[config.mk]
export PLATFORM = sky130hd
export DESIGN_NAME = spsb_port
export DESIGN_NICKNAME = d
export VERILOG_FILES = /design/src/rtl/spsb_pkg.sv /design/src/rtl/spsb_port.sv /design/src/rtl/spsb_shift_engine.sv
export SDC_FILE = /design/constraint.sdc
export NUM_CORES = 1
export LEC_CHECK = 0
export BUFFER_PORTS_ARGS = -buffer_cell sky130_fd_sc_hd__buf_2
export CORE_ASPECT_RATIO = 1.1
export CORE_MARGIN = 5
export CORE_UTILIZATION = 57
export CTS_CLUSTER_DIAMETER = 150
export CTS_CLUSTER_SIZE = 14
export DETAILED_ROUTE_END_ITERATION = 12
export GPL_TIMING_DRIVEN = 0
export MAX_ROUTING_LAYER = met4
export PLACE_DENSITY_LB_ADDON = 0.15
export RECOVER_POWER = 100
export SYNTH_ARGS = -nofsm -noshare
export SYNTH_HDL_FRONTEND = slang
export SYNTH_HIERARCHICAL = 1
export SYNTH_SLANG_ARGS = --single-unit
export TNS_END_PERCENT = 50
[constraint.sdc]
create_clock -name pclk -period 3.85 [get_ports pclk]
set_clock_uncertainty 0.2 [all_clocks]
set_input_delay 0.1925 -clock pclk [delete_from_list [all_inputs] [get_ports pclk]]
set_output_delay 0.1925 -clock pclk [all_outputs]
set_load 0.01 [all_outputs]
[src/rtl/spsb_pkg.sv]
// Constants and types of the serial port buffer and status block
// Operation
// - Selector 111: interrupt when transmit buffer full
// - Selector 110: interrupt when transmit FIFO drains
// - Selector 101: interrupt when word fully shifted
// - Selector 100: interrupt when word enters shifter
// - Selector 011: interrupt when receive buffer full
// - Selector 010: interrupt at three-quarter receive fill
// - Selector 001: interrupt while receive data waits
// - Selector 000: interrupt when last entry read
// - Standard: data write loads holding, sets full
// - Standard: transfer to shifter clears transmit full
// - Enhanced: transmit full when last entry written
// - Enhanced: transmit full clears when entry frees
// - Standard: completed word sets receive full
// - Standard: data read returns word, clears full
// - Enhanced: receive full when last entry filled
// - Enhanced: receive full clears when entry frees
package spsb_pkg;

	localparam int ADDR_W     = 12;
	localparam int WORD_W     = 8;
	localparam int FIFO_DEPTH = 4;
	localparam int SYNC_DEPTH = 2;

	localparam logic [ADDR_W-1:0] STAT_OFF = 12'h000;
	localparam logic [ADDR_W-1:0] CTRL_OFF = 12'h004;
	localparam logic [ADDR_W-1:0] DATA_OFF = 12'h008;
	localparam logic [ADDR_W-1:0] ISTA_OFF = 12'h00c;
	localparam logic [ADDR_W-1:0] IMSK_OFF = 12'h010;

	localparam int EN_BIT     = 15;
	localparam int CNT_LSB    = 8;
	localparam int CNT_W      = 3;
	localparam int SR_MT_BIT  = 7;
	localparam int ROV_BIT    = 6;
	localparam int RX_MT_BIT  = 5;
	localparam int SEL_LSB    = 2;
	localparam int TBF_BIT    = 1;
	localparam int RBF_BIT    = 0;
	localparam int ENH_BIT    = 0;
	localparam int IRQ_BUF    = 0;
	localparam int IRQ_OVF    = 1;

	localparam logic [2:0] SEL_RESET  = 3'h0;
	localparam logic [1:0] MASK_RESET = 2'h0;

	localparam logic [2:0] SEL_TX_FULL  = 3'h7;
	localparam logic [2:0] SEL_TX_EMPTY = 3'h6;
	localparam logic [2:0] SEL_TX_DONE  = 3'h5;
	localparam logic [2:0] SEL_TX_SPOT  = 3'h4;
	localparam logic [2:0] SEL_RX_FULL  = 3'h3;
	localparam logic [2:0] SEL_RX_3Q    = 3'h2;
	localparam logic [2:0] SEL_RX_AVAIL = 3'h1;
	localparam logic [2:0] SEL_RX_READ  = 3'h0;

	typedef struct packed {
		logic sck;
		logic sdi;
		logic ss_n;
	} spsb_link_type;

	typedef struct packed {
		logic              valid;
		logic [WORD_W-1:0] data;
	} spsb_word_type;

	typedef enum logic {
		ENG_IDLE,
		ENG_SHIFT
	} spsb_eng_type;

endpackage

[src/rtl/spsb_port.sv]
// Serial port buffers, status, interrupt select and APB slave
//
// The address map and register access over APB were left to the implementer.
`timescale 1ns/1ps
`default_nettype none
module spsb_port
	import spsb_pkg::*;
#(
	parameter int DEPTH = FIFO_DEPTH,
	parameter int W     = WORD_W
) (
	input  wire logic              pclk,
	input  wire logic              presetn,
	input  wire logic              psel,
	input  wire logic              penable,
	input  wire logic              pwrite,
	input  wire logic [ADDR_W-1:0] paddr,
	input  wire logic [31:0]       pwdata,
	output logic      [31:0]       prdata,
	output logic                   pready,
	output logic                   pslverr,
	input  wire logic              sck,
	input  wire logic              sdi,
	input  wire logic              ss_n,
	output logic                   sdo,
	output logic                   sdo_oe,
	output logic                   irq
);

	localparam int PW = $clog2(DEPTH);
	localparam int CW = $clog2(DEPTH + 1);

	function automatic logic [PW-1:0] ptr_inc(input logic [PW-1:0] p);
		ptr_inc = (p == PW'(DEPTH - 1)) ? '0 : p + 1'b1;
	endfunction

	function automatic logic hit(input logic [ADDR_W-1:0] off);
		hit = (paddr == off);
	endfunction

	// ----------------------------------------------------------------
	// State
	// ----------------------------------------------------------------
	logic          en_reg;
	logic          enh_reg;
	logic [2:0]    sel_reg;
	logic          rov_reg;
	logic [1:0]    ista_reg;
	logic [1:0]    imsk_reg;
	logic [W-1:0]  tx_mem [DEPTH];
	logic [W-1:0]  rx_mem [DEPTH];
	logic [PW-1:0] tx_wp_reg;
	logic [PW-1:0] tx_rp_reg;
	logic [CW-1:0] tx_cnt_reg;
	logic [PW-1:0] rx_wp_reg;
	logic [PW-1:0] rx_rp_reg;
	logic [CW-1:0] rx_cnt_reg;

	logic          apb_done;
	logic          wr;
	logic          rd;
	logic [CW-1:0] cap;
	logic          tx_full;
	logic          rx_full;
	logic          rx_empty;
	logic          tx_push;
	logic          tx_pop;
	logic          rx_push;
	logic          rx_pop;
	logic          ovf_evt;
	logic          buf_evt;
	logic [1:0]    ista_set;
	logic [1:0]    ista_clr;
	logic [15:0]   stat_word;
	logic [31:0]   rd_mux;
	logic          mapped;

	spsb_word_type load;
	logic          load_ready;
	logic          loaded;
	logic          word_done;
	logic [W-1:0]  rx_word;
	spsb_link_type link_in;

	// ----------------------------------------------------------------
	// Shifter
	// ----------------------------------------------------------------
	assign link_in = '{sck: sck, sdi: sdi, ss_n: ss_n};
	assign load    = '{valid: tx_cnt_reg != '0, data: tx_mem[tx_rp_reg]};

	spsb_shift_engine #(
		.W (W)
	) u_engine (
		.pclk       (pclk),
		.presetn    (presetn),
		.enable     (en_reg),
		.link_in    (link_in),
		.load       (load),
		.load_ready (load_ready),
		.loaded     (loaded),
		.word_done  (word_done),
		.rx_word    (rx_word),
		.sdo        (sdo),
		.sdo_oe     (sdo_oe)
	);

	// ----------------------------------------------------------------
	// Buffer flags
	// ----------------------------------------------------------------
	assign apb_done = psel & penable & pready;
	assign wr       = apb_done & pwrite;
	assign rd       = apb_done & ~pwrite;

	assign cap      = enh_reg ? CW'(DEPTH) : CW'(1);
	assign tx_full  = (tx_cnt_reg >= cap);
	assign rx_full  = (rx_cnt_reg >= cap);
	assign rx_empty = (rx_cnt_reg == '0);

	assign tx_push  = wr & hit(DATA_OFF) & ~tx_full & en_reg;
	assign tx_pop   = load.valid & load_ready;
	assign rx_push  = word_done & ~rx_full;
	assign ovf_evt  = word_done & rx_full;
	assign rx_pop   = rd & hit(DATA_OFF) & ~rx_empty;

	// ----------------------------------------------------------------
	// Transmit FIFO
	// ----------------------------------------------------------------
	always_ff @(posedge pclk or negedge presetn) begin
		if (!presetn) begin
			tx_wp_reg  <= '0;
			tx_rp_reg  <= '0;
			tx_cnt_reg <= '0;
		end else if (!en_reg) begin
			tx_wp_reg  <= '0;
			tx_rp_reg  <= '0;
			tx_cnt_reg <= '0;
		end else begin
			if (tx_push)
				tx_wp_reg <= ptr_inc(tx_wp_reg);
			if (tx_pop)
				tx_rp_reg <= ptr_inc(tx_rp_reg);
			tx_cnt_reg <= tx_cnt_reg + CW'(tx_push) - CW'(tx_pop);
		end
	end

	always_ff @(posedge pclk) begin
		if (tx_push)
			tx_mem[tx_wp_reg] <= pwdata[W-1:0];
	end

	// ----------------------------------------------------------------
	// Receive FIFO
	// ----------------------------------------------------------------
	always_ff @(posedge pclk or negedge presetn) begin
		if (!presetn) begin
			rx_wp_reg  <= '0;
			rx_rp_reg  <= '0;
			rx_cnt_reg <= '0;
		end else if (!en_reg) begin
			rx_wp_reg  <= '0;
			rx_rp_reg  <= '0;
			rx_cnt_reg <= '0;
		end else begin
			if (rx_push)
				rx_wp_reg <= ptr_inc(rx_wp_reg);
			if (rx_pop)
				rx_rp_reg <= ptr_inc(rx_rp_reg);
			rx_cnt_reg <= rx_cnt_reg + CW'(rx_push) - CW'(rx_pop);
		end
	end

	always_ff @(posedge pclk) begin
		if (rx_push)
			rx_mem[rx_wp_reg] <= rx_word;
	end

	// ----------------------------------------------------------------
	// Buffer interrupt selector
	// ----------------------------------------------------------------
	always_comb begin
		buf_evt = 1'b0;
		unique case (sel_reg)
		SEL_TX_FULL:  buf_evt = tx_full;
		SEL_TX_EMPTY: buf_evt = tx_pop & (tx_cnt_reg == CW'(1));
		SEL_TX_DONE:  buf_evt = word_done;
		SEL_TX_SPOT:  buf_evt = tx_pop;
		SEL_RX_FULL:  buf_evt = rx_full;
		SEL_RX_3Q:    buf_evt = ({rx_cnt_reg, 2'b00} >=
		                         ({1'b0, cap, 1'b0} + {2'b00, cap}));
		SEL_RX_AVAIL: buf_evt = ~rx_empty;
		SEL_RX_READ:  buf_evt = rx_pop & (rx_cnt_reg == CW'(1));
		endcase
	end

	// ----------------------------------------------------------------
	// Control and status registers
	// ----------------------------------------------------------------
	always_ff @(posedge pclk or negedge presetn) begin
		if (!presetn) begin
			en_reg   <= 1'b0;
			sel_reg  <= SEL_RESET;
			enh_reg  <= 1'b0;
			imsk_reg <= MASK_RESET;
		end else if (wr) begin
			if (hit(STAT_OFF)) begin
				en_reg  <= pwdata[EN_BIT];
				sel_reg <= pwdata[SEL_LSB +: 3];
			end
			if (hit(CTRL_OFF))
				enh_reg <= pwdata[ENH_BIT];
			if (hit(IMSK_OFF))
				imsk_reg <= pwdata[1:0];
		end
	end

	always_ff @(posedge pclk or negedge presetn) begin
		if (!presetn)
			rov_reg <= 1'b0;
		else if (ovf_evt)
			rov_reg <= 1'b1;
		else if (wr && hit(STAT_OFF) && pwdata[ROV_BIT])
			rov_reg <= 1'b0;
	end

	// ----------------------------------------------------------------
	// Interrupt status and output
	// ----------------------------------------------------------------
	assign ista_set = {ovf_evt, buf_evt};
	assign ista_clr = (wr && hit(ISTA_OFF)) ? pwdata[1:0] : 2'b00;

	always_ff @(posedge pclk or negedge presetn) begin
		if (!presetn) begin
			ista_reg <= 2'b00;
			irq      <= 1'b0;
		end else begin
			ista_reg <= (ista_reg & ~ista_clr) | ista_set;
			irq      <= |(ista_reg & imsk_reg);
		end
	end

	// ----------------------------------------------------------------
	// APB read path
	// ----------------------------------------------------------------
	always_comb begin
		stat_word                     = 16'h0000;
		stat_word[EN_BIT]             = en_reg;
		stat_word[CNT_LSB +: CNT_W]   = CNT_W'(tx_cnt_reg);
		stat_word[SR_MT_BIT]          = ~loaded;
		stat_word[ROV_BIT]            = rov_reg;
		stat_word[RX_MT_BIT]          = rx_empty;
		stat_word[SEL_LSB +: 3]       = sel_reg;
		stat_word[TBF_BIT]            = tx_full;
		stat_word[RBF_BIT]            = rx_full;
	end

	always_comb begin
		rd_mux = 32'h0000_0000;
		mapped = 1'b1;
		unique case (paddr)
		STAT_OFF: rd_mux = {16'h0000, stat_word};
		CTRL_OFF: rd_mux = {31'h0000_0000, enh_reg};
		DATA_OFF: rd_mux = rx_empty ? 32'h0000_0000 :
		                   {{(32-W){1'b0}}, rx_mem[rx_rp_reg]};
		ISTA_OFF: rd_mux = {30'h0000_0000, ista_reg};
		IMSK_OFF: rd_mux = {30'h0000_0000, imsk_reg};
		default:  mapped = 1'b0;
		endcase
	end

	// No wait state: answer prepared in the setup cycle
	always_ff @(posedge pclk or negedge presetn) begin
		if (!presetn) begin
			pready  <= 1'b0;
			pslverr <= 1'b0;
			prdata  <= 32'h0000_0000;
		end else begin
			pready  <= psel & ~penable & ~pready;
			pslverr <= psel & ~penable & ~pready & ~mapped;
			if (psel && !penable)
				prdata <= pwrite ? 32'h0000_0000 : rd_mux;
		end
	end

endmodule
`default_nettype wire

[src/rtl/spsb_shift_engine.sv]
// Bit shifter facing the serial link, clocked by pclk
`timescale 1ns/1ps
`default_nettype none
module spsb_shift_engine
	import spsb_pkg::*;
#(
	parameter int W = WORD_W
) (
	input  wire logic          pclk,
	input  wire logic          presetn,
	input  wire logic          enable,
	input  wire spsb_link_type link_in,
	input  wire spsb_word_type load,
	output logic               load_ready,
	output logic               loaded,
	output logic               word_done,
	output logic [W-1:0]       rx_word,
	output logic               sdo,
	output logic               sdo_oe
);

	spsb_link_type    s1_reg;
	spsb_link_type    s2_reg;
	logic             sck_d_reg;
	spsb_eng_type     st_reg;
	logic [W-1:0]     tx_reg;
	logic [W-1:0]     rx_reg;
	logic [$clog2(W)-1:0] cnt_reg;
	logic             rise;
	logic             fall;
	logic             sel;

	// Two-stage pin synchroniser
	always_ff @(posedge pclk or negedge presetn) begin
		if (!presetn) begin
			s1_reg    <= '{sck: 1'b0, sdi: 1'b0, ss_n: 1'b1};
			s2_reg    <= '{sck: 1'b0, sdi: 1'b0, ss_n: 1'b1};
			sck_d_reg <= 1'b0;
		end else begin
			s1_reg    <= link_in;
			s2_reg    <= s1_reg;
			sck_d_reg <= s2_reg.sck;
		end
	end

	assign rise = s2_reg.sck & ~sck_d_reg;
	assign fall = ~s2_reg.sck & sck_d_reg;
	assign sel  = enable & ~s2_reg.ss_n;
	assign load_ready = ~loaded & (cnt_reg == '0) & ~rise & enable;

	always_ff @(posedge pclk or negedge presetn) begin
		if (!presetn) begin
			st_reg    <= ENG_IDLE;
			cnt_reg   <= '0;
			loaded    <= 1'b0;
			word_done <= 1'b0;
			tx_reg    <= '0;
			rx_reg    <= '0;
			rx_word   <= '0;
		end else begin
			word_done <= 1'b0;
			if (load.valid && load_ready) begin
				tx_reg <= load.data;
				loaded <= 1'b1;
			end
			unique case (st_reg)
			ENG_IDLE: begin
				cnt_reg <= '0;
				if (sel)
					st_reg <= ENG_SHIFT;
			end
			ENG_SHIFT: begin
				if (!sel) begin
					st_reg  <= ENG_IDLE;
					cnt_reg <= '0;
				end else if (rise) begin
					rx_reg  <= {rx_reg[W-2:0], s2_reg.sdi};
					cnt_reg <= cnt_reg + 1'b1;
					if (cnt_reg == ($clog2(W))'(W-1)) begin
						word_done <= 1'b1;
						rx_word   <= {rx_reg[W-2:0], s2_reg.sdi};
						loaded    <= 1'b0;
						cnt_reg   <= '0;
					end
				end else if (fall && cnt_reg != '0) begin
					tx_reg <= {tx_reg[W-2:0], 1'b0};
				end
			end
			endcase
		end
	end

	always_ff @(posedge pclk or negedge presetn) begin
		if (!presetn) begin
			sdo    <= 1'b0;
			sdo_oe <= 1'b0;
		end else begin
			sdo    <= tx_reg[W-1];
			sdo_oe <= sel;
		end
	end

endmodule
`default_nettype wire

==> flow_summary.toml <==
[clock_tree]
cts_made_buffers = 17
cts.sink_count = 140
cts_tree = "yes"
cts_root_buffer = "clkbuf_16"
clkTransAtPathRegs_ns = 0.06
h-tree-depth = 4
ctsLongestPathBuffers = 2
insertion_delay_ns = 0.41

[setup_path]
r2r_cells = 15
worstPathArrival_ns = 3.71
worst_setup_path_end_kind = "flip-flop"
r2r_setup_slack_ns = 0.22
cpMaxStageDelayCell = "or3_4"
r2r-start = "enh_reg"
cp_slowest_stage_delay_ns = 0.45
critical_path.cell_chain = "inv_2 > ha_1 > nor4b_2 > nor2_1 > or3_4 > or2_1 > clkbuf_1 > ha_1 > inv_1 > ha_1 > inv_1 > fa_1 > xor2_1 > xnor2_1 > nor2_1"
cp-start-kind = "flip-flop"
cpMostUsedCell = "ha_1"
critPathBufInv = 4
rr_endpoint = "tx_cnt_reg[2]"
critical-path-top-delay-family = "adder cells"
critPathRequiredTime_ns = 3.93
crit_type = "flip-flop to flip-flop"
cp_max_fo = 7

[timing]
whs_ns = 0.0596
finalSetupTns_ns = 0
tightest_slew_ns = 1.65
finalHoldViolations = 0
fmax_mhz = 275
rsz0062_at_grt = "yes"
finalSetupViolations = 0
period_share_pct = 94.4
min_period_ns = 3.63
finalMaxSlewViolations = 80
maxSlewHeadroom_pct = -10.1

[yosys]
syn_area_sq_um = 6320
ys_types = 59
synth-async-reset-ratio_pct = 54.3
synth_edf_count = 64
ys_seq_area_share_pct = 60.6
ys_ff_latch = 140
avgSynthCellArea_sq_um = 13.5
synthFlopType = "dfrtp_1"
netlist_instances = 469
yosys_warnings = 6

[finish]
num-fill-cells = 802
top_regs = "rx_mem: 32 flops, tx_mem: 32 flops, prdata: 12 flops"
num_antenna_cells = 0
nets = 645
drive_gt1_share_pct = 21.1
final_common_cell = "dfrtp_1"
layout_common_cells = "74 x dfrtp_1, 64 x edfxtp_1, 40 x clkbuf_1"
area_growth_syn_to_layout_pct = 18.7
multiInputGateArea_sq_um = 2260
seqCellArea_sq_um = 3830

[floorplanning]
fp.dieH_um = 120
core_area_sq_um = 10900
rows = 40
die-area_sq_um = 13300
die_x_um = 110
initial_utilization_pct = 57.9
pin_count = 89

[route]
wirelength_mm = 12.8
first_pass_iters = 5
wire_per_inst_um = 17.6
first_iter_violations = 267
num_vias = 4006
ant_nets = 0
drc = 0
vias_per_cell = 5.50

[power]
power.leakage_nw = 3.01
combPwrFrac_pct = 11.5
netSwitchingFraction_pct = 24.9
p_sw_mw = 0.917
pwr-share-seq_pct = 47.0
clockPowerShare_pct = 41.5
max-vdd-ir-drop_mv = 0.356
internal_power_mw = 2.76
p_per_area_nw_per_um2 = 491
power.total_mw = 3.68

[flow_run]
cap_violations = 2

[worst_hold_path]
min_from = "psel"
hp-class = "input port to flip-flop"
hold_depth = 4
min_to = "prdata[1]"

[placement]
numPortBuffers = 44
hpwl_mm = 8.65
gp_congestion = 0.822

[global_routing]
antenna_found_initial = 0
grt_usage_pct = 22.1
grt_use_met1_pct = 28.4
grt_pass1_wl_mm = 21.2
grt_overflow = 0
grt.met2_usage_pct = 35.3
busiest_layer = "met2"
grt_pass1_vias = 4080
met3_usage_pct = 4.97
grt_start_max_net_pins = 69

[outcome]
violations = "max-capacitance violations, max-slew violations"
outcome = "finished with violations"
## cell type report
| class | instances | area share [%] |
|---|---|---|
| Buffer | 41 | 3.15 |
| Clock buffer | 19 | 5.91 |
| Clock inverter | 13 | 1.59 |
| Inverter | 18 | 0.901 |
| Multi-Input combinational cell | 289 | 30.1 |
| Sequential cell | 140 | 51.0 |
| Tap cell | 147 | 2.45 |
| Timing Repair Buffer | 62 | 4.87 |
## per-layer routing
| metal | vias up | wire [um] |
|---|---|---|
| met4 | 0 | 153 |
| met3 | 13 | 625 |
| met5 | - | 0 |
| met2 | 105 | 6650 |
| met1 | 1987 | 5370 |
| li1 | 1901 | - |
## power groups by stage
stage          clock network (mW)  registers (mW)  logic (mW)
2_1_floorplan                   0            1.73       0.297
3_3_place_gp                    0            1.75       0.401
3_5_place_dp                    0            1.75       0.409
4_1_cts                      1.55            1.73       0.430
5_1_grt                      1.63            1.74       0.478
6_report                     1.53            1.73       0.422
## cell families after synthesis
logic type | Yosys count | synth area share (%)
buf+inv | 59 | 4.85
simple gates | 136 | 11.9
mux | 42 | 10.4
compound gates | 59 | 6.10
flops | 140 | 60.6
xor+xnor | 8 | 1.11
fa+ha+maj | 24 | 4.99
other cells | 1 | 0.0594
## metrics by stage
step	utilization, %	std cells	instance area (sq um)	worst slack [ns]
2_1_floorplan	-	488	6390	0.459
3_5_place_dp	62.5	680	6820	0.00497
3_3_place_gp	62.3	679	6790	0.0998
5_1_grt	68.7	729	7500	-0.0170
4_1_cts	69.3	729	7560	0.0792
6_report	68.7	729	7500	0.216
## worst min-delay path, delay by kind of cell
| family | cells | cell delay, ns |
|---|---|---|
| AOI/OAI and AO/OA | 1 | 0.13 |
| buffers and inverters | 1 | 0.11 |
| and+or+nand+nor | 2 | 0.21 |
## cells in the mapped netlist (2+ instances only)
master     n  area, sq um
dfrtp_1   74         1850
edfxtp_1  64         1920
nor2_1    34          128
nand2_1   30          113
ha_1      22          275
buf_4     21          158
mux2_2    21          236
inv_1     18         67.6
mux4_2    17          383
o21ai_0   15         75.1
clkbuf_1  11         41.3
nand4_1   10         62.6
a31oi_1    9         56.3
a21oi_1    8         40.0
nor3_1     8         40.0
nor4_1     8         50.1
o31ai_1    8         60.1
a22oi_1    5         37.5
and3_1     5         31.3
nand2b_1   5         31.3
nor2b_1    5         31.3
or3_1      5         31.3
xnor2_1    5         43.8
buf_1      4         15.0
buf_2      4         20.0
mux2i_1    4         40.0
a22o_1     3         26.3
a32oi_1    3         26.3
and2_1     3         18.8
nand3_1    3         15.0
nand3b_1   3         22.5
xor2_1     3         26.3
a21o_1     2         15.0
dfstp_2    2         52.6
fa_1       2         40.0
nor4_4     2         42.5
## timing repair
item | CTS | global route
setup buffers | 0 | 0
pin swaps | 0 | 0
resized for setup | 1 | 3
endpoints found under the hold margin | 126 | 0
setup endpoints to repair | 1 | 2
hold buffers | 17 | 0
## how the worst max path moves through the flow
stage                 start       endpoint  slack (ns)  depth (start not counted)
detailed placement  enh_reg  tx_cnt_reg[2]       0.005                         15
global placement    enh_reg  tx_cnt_reg[2]         0.1                         15
CTS                 enh_reg  tx_cnt_reg[2]        0.08                         15
global route        enh_reg  tx_cnt_reg[2]       -0.02                         15
finish              enh_reg  tx_cnt_reg[2]        0.22                         15
floorplan           enh_reg  tx_cnt_reg[2]        0.46                         15
Note: power is estimated with default switching activity, not from simulation.
